### src/chgst_pkg.sv
/*
 * chgst_pkg: register offsets, field positions and status encodings
 * for the charger status register bank.
 * assumes: an 8-bit register address and 8-bit read data.
 */
package chgst_pkg;

    // register offsets
    localparam logic [7:0] CHGST_ADDR_STATUS_ONE = 8'h0b;
    localparam logic [7:0] CHGST_ADDR_STATUS_TWO = 8'h0c;
    localparam logic [7:0] CHGST_ADDR_THERMISTOR = 8'h0d;
    localparam logic [7:0] CHGST_ADDR_FAULT = 8'h0e;

    // field positions in charge_status_one
    localparam int CHGST_POS_ICUR = 6;
    localparam int CHGST_POS_IVOLT = 5;
    localparam int CHGST_POS_THERM = 4;
    localparam int CHGST_POS_WDOG = 3;
    localparam int CHGST_POS_PHASE = 0;

    // field positions in charge_status_two
    localparam int CHGST_POS_GOOD = 7;
    localparam int CHGST_POS_SOURCE = 4;
    localparam int CHGST_POS_OPT = 1;

    // field positions in fault_status
    localparam int CHGST_POS_OVP = 7;
    localparam int CHGST_POS_SHUT = 6;
    localparam int CHGST_POS_TMR = 4;

    // count of weak-source detections that flags a poor source
    localparam logic [2:0] CHGST_WEAK_LIMIT = 3'h7;

    localparam logic [7:0] CHGST_ZERO = 8'h00;

    // charge phase codes
    typedef enum logic [2:0] {
        CHGST_PH_IDLE = 3'h0,
        CHGST_PH_TRICKLE = 3'h1,
        CHGST_PH_PRE = 3'h2,
        CHGST_PH_CC = 3'h3,
        CHGST_PH_CV = 3'h4,
        CHGST_PH_TOPOFF = 3'h5,
        CHGST_PH_DONE = 3'h6
    } chgst_phase_t;

    // input source codes
    typedef enum logic [2:0] {
        CHGST_SRC_NONE = 3'h0,
        CHGST_SRC_SDP = 3'h1,
        CHGST_SRC_CDP = 3'h2,
        CHGST_SRC_ADAPTER = 3'h3,
        CHGST_SRC_POOR = 3'h4,
        CHGST_SRC_UNKNOWN = 3'h5,
        CHGST_SRC_NONSTD = 3'h6
    } chgst_source_t;

    // current optimizer codes
    typedef enum logic [1:0] {
        CHGST_OPT_OFF = 2'h0,
        CHGST_OPT_BUSY = 2'h1,
        CHGST_OPT_FOUND = 2'h2
    } chgst_opt_t;

    // thermistor zone codes
    localparam logic [2:0] CHGST_TS_NORMAL = 3'h0;
    localparam logic [2:0] CHGST_TS_WARM = 3'h2;
    localparam logic [2:0] CHGST_TS_COOL = 3'h3;
    localparam logic [2:0] CHGST_TS_COLD = 3'h5;
    localparam logic [2:0] CHGST_TS_HOT = 3'h6;

endpackage

### src/chgst_weak_count.sv
/*
 * chgst_weak_count: counts consecutive weak-source detections and
 * raises a level once the limit is reached.
 * assumes: detect pulses are one cycle wide; a good qualification or
 * loss of input clears the run.
 */
`timescale 1ns/100ps
module chgst_weak_count
    import chgst_pkg::*;
#(
    parameter logic [2:0] LIMIT = chgst_pkg::CHGST_WEAK_LIMIT
) (
    // clock and reset
    input wire logic clock,
    input wire logic rst_n,
    // detection events
    input wire logic weak_detect,
    input wire logic source_ok,
    input wire logic input_lost,
    // result
    output logic weak_source
);
    import chgst_pkg::*;

    logic [2:0] run;
    logic [2:0] next_run;
    logic next_weak;

    ////////////////////////////////////////////////////////////////////
    // run length, saturating at the limit
    assign next_run = (source_ok || input_lost) ? 3'h0 :
                      (weak_detect && run != LIMIT) ? run + 3'h1 : run;
    assign next_weak = (next_run == LIMIT);

    // state
    always_ff @(posedge clock) begin
        if (!rst_n) begin
            run <= 3'h0;
            weak_source <= 1'b0;
        end else begin
            run <= next_run;
            weak_source <= next_weak;
        end
    end
endmodule

### src/chgst_status_regs.sv
/*
 * chgst_status_regs: read-only status register bank of a two-cell boost
 * charger, read by the serial control bus front end.
 * assumes: status inputs are synchronous to clock; the bus front end
 * drives rd_addr and samples rd_data one cycle after rd_en.
 */
// Function
// - current loop active reports one
// - voltage loop regulating reports one
// - die thermal regulation reports one
// - watchdog expiry reports one
// - phase codes idle, trickle, pre, fast
// - phase codes taper, topoff, done; seven never
// - source codes none, sdp, cdp, adapter
// - poor source after seven detections
// - source codes unknown and nonstandard
// - optimizer codes off, busy, found; three never
// - reserved bits read zero
`timescale 1ns/100ps
module chgst_status_regs
    import chgst_pkg::*;
(
    // clock and reset
    input wire logic clock,
    input wire logic rst_n,
    // regulation loops and watchdog
    input wire logic input_current_regulation,
    input wire logic current_limit_pin,
    input wire logic input_voltage_regulation,
    input wire logic die_thermal_loop_active,
    input wire logic host_timer_expired,
    // charge cycle
    input wire chgst_pkg::chgst_phase_t charge_phase,
    // input source
    input wire logic supply_good,
    input wire chgst_pkg::chgst_source_t source_detected,
    input wire logic weak_source_detect,
    // current optimizer
    input wire logic input_current_optimizer,
    input wire logic optimizer_found,
    // thermistor zone
    input wire logic [2:0] thermistor_zone,
    // faults
    input wire logic input_overvoltage,
    input wire logic thermal_shutdown,
    input wire logic safety_timer_expired,
    // register read port
    input wire logic rd_en,
    input wire logic [7:0] rd_addr,
    output logic [7:0] rd_data,
    output logic rd_valid
);
    import chgst_pkg::*;

    logic weak_source;
    logic input_current_loop_active;
    logic input_voltage_loop_active;
    logic [2:0] phase_code;
    logic [2:0] input_source_type;
    logic [1:0] current_optimizer_state;
    logic [2:0] zone_code;
    logic [7:0] charge_status_one;
    logic [7:0] charge_status_two;
    logic [7:0] thermistor_status;
    logic [7:0] fault_status;
    logic [7:0] next_rd_data;
    logic hit_one;
    logic hit_two;
    logic hit_ts;
    logic hit_fault;

    ////////////////////////////////////////////////////////////////////
    // poor-source run counter
    chgst_weak_count #(
        .LIMIT(CHGST_WEAK_LIMIT)
    ) u_weak (
        .clock(clock),
        .rst_n(rst_n),
        .weak_detect(weak_source_detect),
        .source_ok(source_detected != CHGST_SRC_NONE && !weak_source_detect),
        .input_lost(!supply_good && source_detected == CHGST_SRC_NONE),
        .weak_source(weak_source)
    );

    ////////////////////////////////////////////////////////////////////
    // regulation loop status
    assign input_current_loop_active = input_current_regulation || current_limit_pin;
    assign input_voltage_loop_active = input_voltage_regulation;

    // charge phase, the reserved code never reaches software
    assign phase_code = (charge_phase == 3'h7) ? CHGST_PH_IDLE : charge_phase;

    // source type, a poor source overrides the detected type
    assign input_source_type = weak_source ? CHGST_SRC_POOR :
                               (source_detected == 3'h7) ? CHGST_SRC_UNKNOWN :
                               source_detected;

    // optimizer state
    assign current_optimizer_state = !input_current_optimizer ? CHGST_OPT_OFF :
                                     optimizer_found ? CHGST_OPT_FOUND : CHGST_OPT_BUSY;

    // thermistor zone, unlisted codes read as normal
    assign zone_code = (thermistor_zone == CHGST_TS_WARM || thermistor_zone == CHGST_TS_COOL ||
                        thermistor_zone == CHGST_TS_COLD || thermistor_zone == CHGST_TS_HOT) ?
                       thermistor_zone : CHGST_TS_NORMAL;

    ////////////////////////////////////////////////////////////////////
    // register images, reserved bits held at zero
    always_comb begin
        charge_status_one = CHGST_ZERO;
        charge_status_one[CHGST_POS_ICUR] = input_current_loop_active;
        charge_status_one[CHGST_POS_IVOLT] = input_voltage_loop_active;
        charge_status_one[CHGST_POS_THERM] = die_thermal_loop_active;
        charge_status_one[CHGST_POS_WDOG] = host_timer_expired;
        charge_status_one[CHGST_POS_PHASE +: 3] = phase_code;
    end

    always_comb begin
        charge_status_two = CHGST_ZERO;
        charge_status_two[CHGST_POS_GOOD] = supply_good;
        charge_status_two[CHGST_POS_SOURCE +: 3] = input_source_type;
        charge_status_two[CHGST_POS_OPT +: 2] = current_optimizer_state;
    end

    always_comb begin
        thermistor_status = CHGST_ZERO;
        thermistor_status[2:0] = zone_code;
    end

    always_comb begin
        fault_status = CHGST_ZERO;
        fault_status[CHGST_POS_OVP] = input_overvoltage;
        fault_status[CHGST_POS_SHUT] = thermal_shutdown;
        fault_status[CHGST_POS_TMR] = safety_timer_expired;
    end

    ////////////////////////////////////////////////////////////////////
    // address decode; unmapped offsets read zero
    assign hit_one = (rd_addr == CHGST_ADDR_STATUS_ONE);
    assign hit_two = (rd_addr == CHGST_ADDR_STATUS_TWO);
    assign hit_ts = (rd_addr == CHGST_ADDR_THERMISTOR);
    assign hit_fault = (rd_addr == CHGST_ADDR_FAULT);
    assign next_rd_data = hit_one ? charge_status_one :
                          hit_two ? charge_status_two :
                          hit_ts ? thermistor_status :
                          hit_fault ? fault_status : CHGST_ZERO;

    // read capture; a read changes no state besides the data latch and the valid flag
    always_ff @(posedge clock) begin
        if (!rst_n) begin
            rd_data <= CHGST_ZERO;
            rd_valid <= 1'b0;
        end else begin
            rd_valid <= rd_en;
            if (rd_en) begin
                rd_data <= next_rd_data;
            end
        end
    end
endmodule

### config.mk
export PLATFORM = sky130hd
export DESIGN_NAME = chgst_status_regs
export DESIGN_NICKNAME = d
export VERILOG_FILES = /design/src/chgst_pkg.sv /design/src/chgst_weak_count.sv /design/src/chgst_status_regs.sv
export SDC_FILE = /design/constraint.sdc
export NUM_CORES = 1
export LEC_CHECK = 0
export BUFFER_PORTS_ARGS = -buffer_cell sky130_fd_sc_hd__clkbuf_2
export CORE_AREA = 2 2 46 48
export DETAILED_ROUTE_END_ITERATION = 10
export DIE_AREA = 0 0 48 50
export GPL_TIMING_DRIVEN = 1
export PLACE_DENSITY = 0.85
export SYNTH_ARGS = -nofsm -noshare
export SYNTH_HDL_FRONTEND = slang
export SYNTH_HIERARCHICAL = 1
export SYNTH_SLANG_ARGS = --single-unit
### constraint.sdc
create_clock -name clock -period 1.8 [get_ports clock]
set_input_delay 0.36 -clock clock [delete_from_list [all_inputs] [get_ports clock]]
set_output_delay 0.36 -clock clock [all_outputs]
set_load 0.005 [all_outputs]
==> summary.txt <==
Routing
  – Metal-1 WL: 801 um
  – DRT antenna net count: 0
  – Drt first-iter violations: 5
  – Met2 WL post-DR: 981 um
  – Final wirelength: 1900 um
  – Vias: 816
  – Drt pass-1 iters: 4
  – DRC: 0
  – DR WL/cell: 12.0 um
  – DR top layer: met4
  – Met3 wire len: 108 um
  – Vias per std cell: 5.16

Yosys
  – Synth cell types: 36
  – Adder-cell share of the synthesized area: 3.21%
  – Post-synthesis sequential area ratio: 33.3%
  – Ranking of synthesized cells by area: dfxtp_1 (33%), nand3b_1 (4.8%), a31oi_1 (4.0%)
  – Syn. warnings: 6
  – Mux share of post-synthesis cell area: 3.85%
  – Yosys top cell area share: 33.3%
  – Largest family of logic cells by synthesized area: simple AND/OR/NAND/NOR gates
  – Cell with the most instances after synthesis: dfxtp_1
  – Avg Inst Size Synth: 8.67 um^2
  – Synth Flop Type: dfxtp_1
  – Post-Syn Area: 781 um^2
  – Synth Area in XOR/XNOR: 3.37%
  – Seq cells post-synth: 13
  – Post-synth EDFFs: 0
  – Gate Count Post-Synth: 90
  – Leading area contributor after synthesis: dfxtp_1
  – Synth Area in Compound Gates: 14.7%
  – Synth async-reset ratio: 0%
  – Syn_nets: 124
  – Top cells by count, synth: dfxtp_1 (13), nand2_1 (7), nor2_1 (6), o21ai_1 (6)
  – Synth Area in Simple Gates: 38.9%

Cells and area
  – Final Util: 53.7%
  – Non-filler cells in the finished layout: 158
  – Area Growth Syn to Fin: 30.8%
  – Fill count: 189
  – NumNets Final: 166
  – Antenna Cells: 0
  – Share of cells above drive strength 1: 37.4%

Floorplan
  – Starting Density: 41.1%
  – Chip height: 50 um
  – Die X: 48 um
  – Core area: 1900 um^2
  – Die area: 2400 um^2
  – Core Rows: 16
  – # IOs: 41

CTS
  – Post CTS Setup Buffer Count: 0
  – CTS tree: yes
  – CTS Hold Buffers Added: 0
  – Worst skew pair latency: 0.27 ns
  – H-tree depth: 1
  – Post-CTS resize count: 0
  – Sink Count: 13
  – CTS clk-pin slew, worst paths: 0.07 ns
  – Num CTS Buffers: 3
  – CTS max path bufs: 2
  – Root buffer cell: clkbuf_4

Timing
  – Headroom to the max-slew limit: 80.7%
  – Slew Viols, Final: 0
  – Final worst path period share: 83.0%
  – Unrepaired setup endpoints after global routing: false
  – Setup TNS: 0 ns
  – Final Critical Period: 1.49 ns
  – Max Fclk: 669 MHz
  – Final Hold Vio Count: 0
  – Worst-Margin Slew: 0.286 ns
  – Setup Skew: 0.00283 ns
  – Final setup violation count: 0

Global route
  – Vias in the first global route: 801
  – Global-route wire length before repair: 3130 um
  – Grt total ovfl: 0
  – Initial antenna violation count: 0
  – Total Routing Usage GR: 17.8%
  – Largest net degree at the start of global routing: 14

Power and ir drop
  – Max IR drop VDD: 0.274 mV
  – NetSw: 145 uW
  – Pwr/cell area: 563 nW/um^2
  – Combinational share of power: 18.7%
  – Sw frac: 25.2%
  – Cell Int Power: 430 uW
  – Clock power share: 30.3%
  – Part of the power in registers: 51.0%
  – Leak: 0.000468 uW

Setup path
  – R2R Path Start: u_weak/run[0]
  – R2R Setup Slk: 0.31 ns
  – Crit path capture: u_weak/run[1]
  – Crit Reg-Reg Endpoint: u_weak/run[1]
  – Setup crit start: u_weak/run[0]
  – Crit Path Max Fanout: 4
  – Worst Path Required: 1.97 ns
  – R2R cell count: 5
  – Crit path DAT: 1.66 ns
  – Startpoint types: register
  – Worst setup EP type: register
  – WS Path Type: reg2reg

Placed design
  – GP Congestion: 0.752
  – Post-DP HPWL: 1580 um
  – PortBufs: 40
  – Placed insts: 154

Run status
  – Status: finished clean

Job
  – Maxcap violations: 0

Hold path
  – Hold Crit Class: in2reg
metal layers:
metal  vias to the layer above  GRT usage, %
li1                        412             -
met1                       371          20.0
met2                        31          30.2
met3                         2          4.03
met4                         0          8.11
met5                         -             0
cell families (layout without fill, tap and decap cells):
| kind of cell | count (synthesis) | count (layout) |
|---|---|---|
| AO/OA/AOI/OAI | 19 | 19 |
| XOR/XNOR | 3 | 3 |
| adder cells (fa/ha/maj) | 2 | 2 |
| buffers and inverters | 3 | 44 |
| flip-flops | 13 | 13 |
| multiplexers | 3 | 3 |
| AND/OR/NAND/NOR | 47 | 47 |
power by group through the flow:
stage / combinational [uW] / sequential (uW) / clock [uW]
after floorplan: 53.9 / 300 / 0
after global placement: 102 / 300 / 0
after detailed placement: 107 / 300 / 0
after CTS: 108 / 293 / 179
after global routing: 121 / 294 / 197
final: 107 / 293 / 174
flip-flops by register name, indices dropped and copies added, names as in the netlist:
signal              flops
rd_data                 8
u_weak/run              3
rd_valid                1
u_weak/weak_source      1
cell usage in the layout, fill, tap and decap left out, types with 4 or more instances in the layout:
| cell type | instances |
|---|---|
| nand2_1 | 7 |
| o21ai_1 | 6 |
| clkbuf_2 | 40 |
| nor2_1 | 6 |
| nor2b_1 | 5 |
| a21oi_1 | 4 |
| a31oi_1 | 5 |
| nand3b_1 | 5 |
| dfxtp_1 | 13 |
worst max-delay path, stage by stage (launching register included):
cell and delay (ns):
dfxtp_1 0.35, ha_1 0.21, ha_1 0.18, nand2b_2 0.22
mux2i_1 0.20, and3b_2 0.22
worst min-delay path by stage:
| stage | cells past startpoint | slack (ns) | from | to |
|---|---|---|---|---|
| floorplan | 2 | 0.46 | rd_data[3] | rd_data[3] |
| global placement | 2 | 0.45 | rd_data[3] | rd_data[3] |
| detailed placement | 2 | 0.46 | rd_data[3] | rd_data[3] |
| CTS | 3 | 0.32 | host_timer_expired | rd_data[3] |
| global route | 3 | 0.33 | host_timer_expired | rd_data[3] |
| finish | 3 | 0.32 | host_timer_expired | rd_data[3] |
cell type report:
type	instances	area [um^2]	area share, %
well taps	27	33.8	3.31
multi-input cells	74	500	49.0
flip-flops and latches	13	260	25.5
clock buffers	4	26.3	2.57
repair buffers	40	200	19.6
per-stage QoR:
stage | setup WS (ns) | total power [uW] | hold slack [ns] | area [um^2]
floorplan | 0.418 | 354 | 0.461 | 781
global placement | 0.388 | 402 | 0.453 | 995
detailed placement | 0.329 | 407 | 0.463 | 995
CTS | 0.310 | 580 | 0.323 | 1020
global route | 0.225 | 612 | 0.328 | 1020
finish | 0.306 | 575 | 0.324 | 1020
Power figures use the tool's default switching activity.
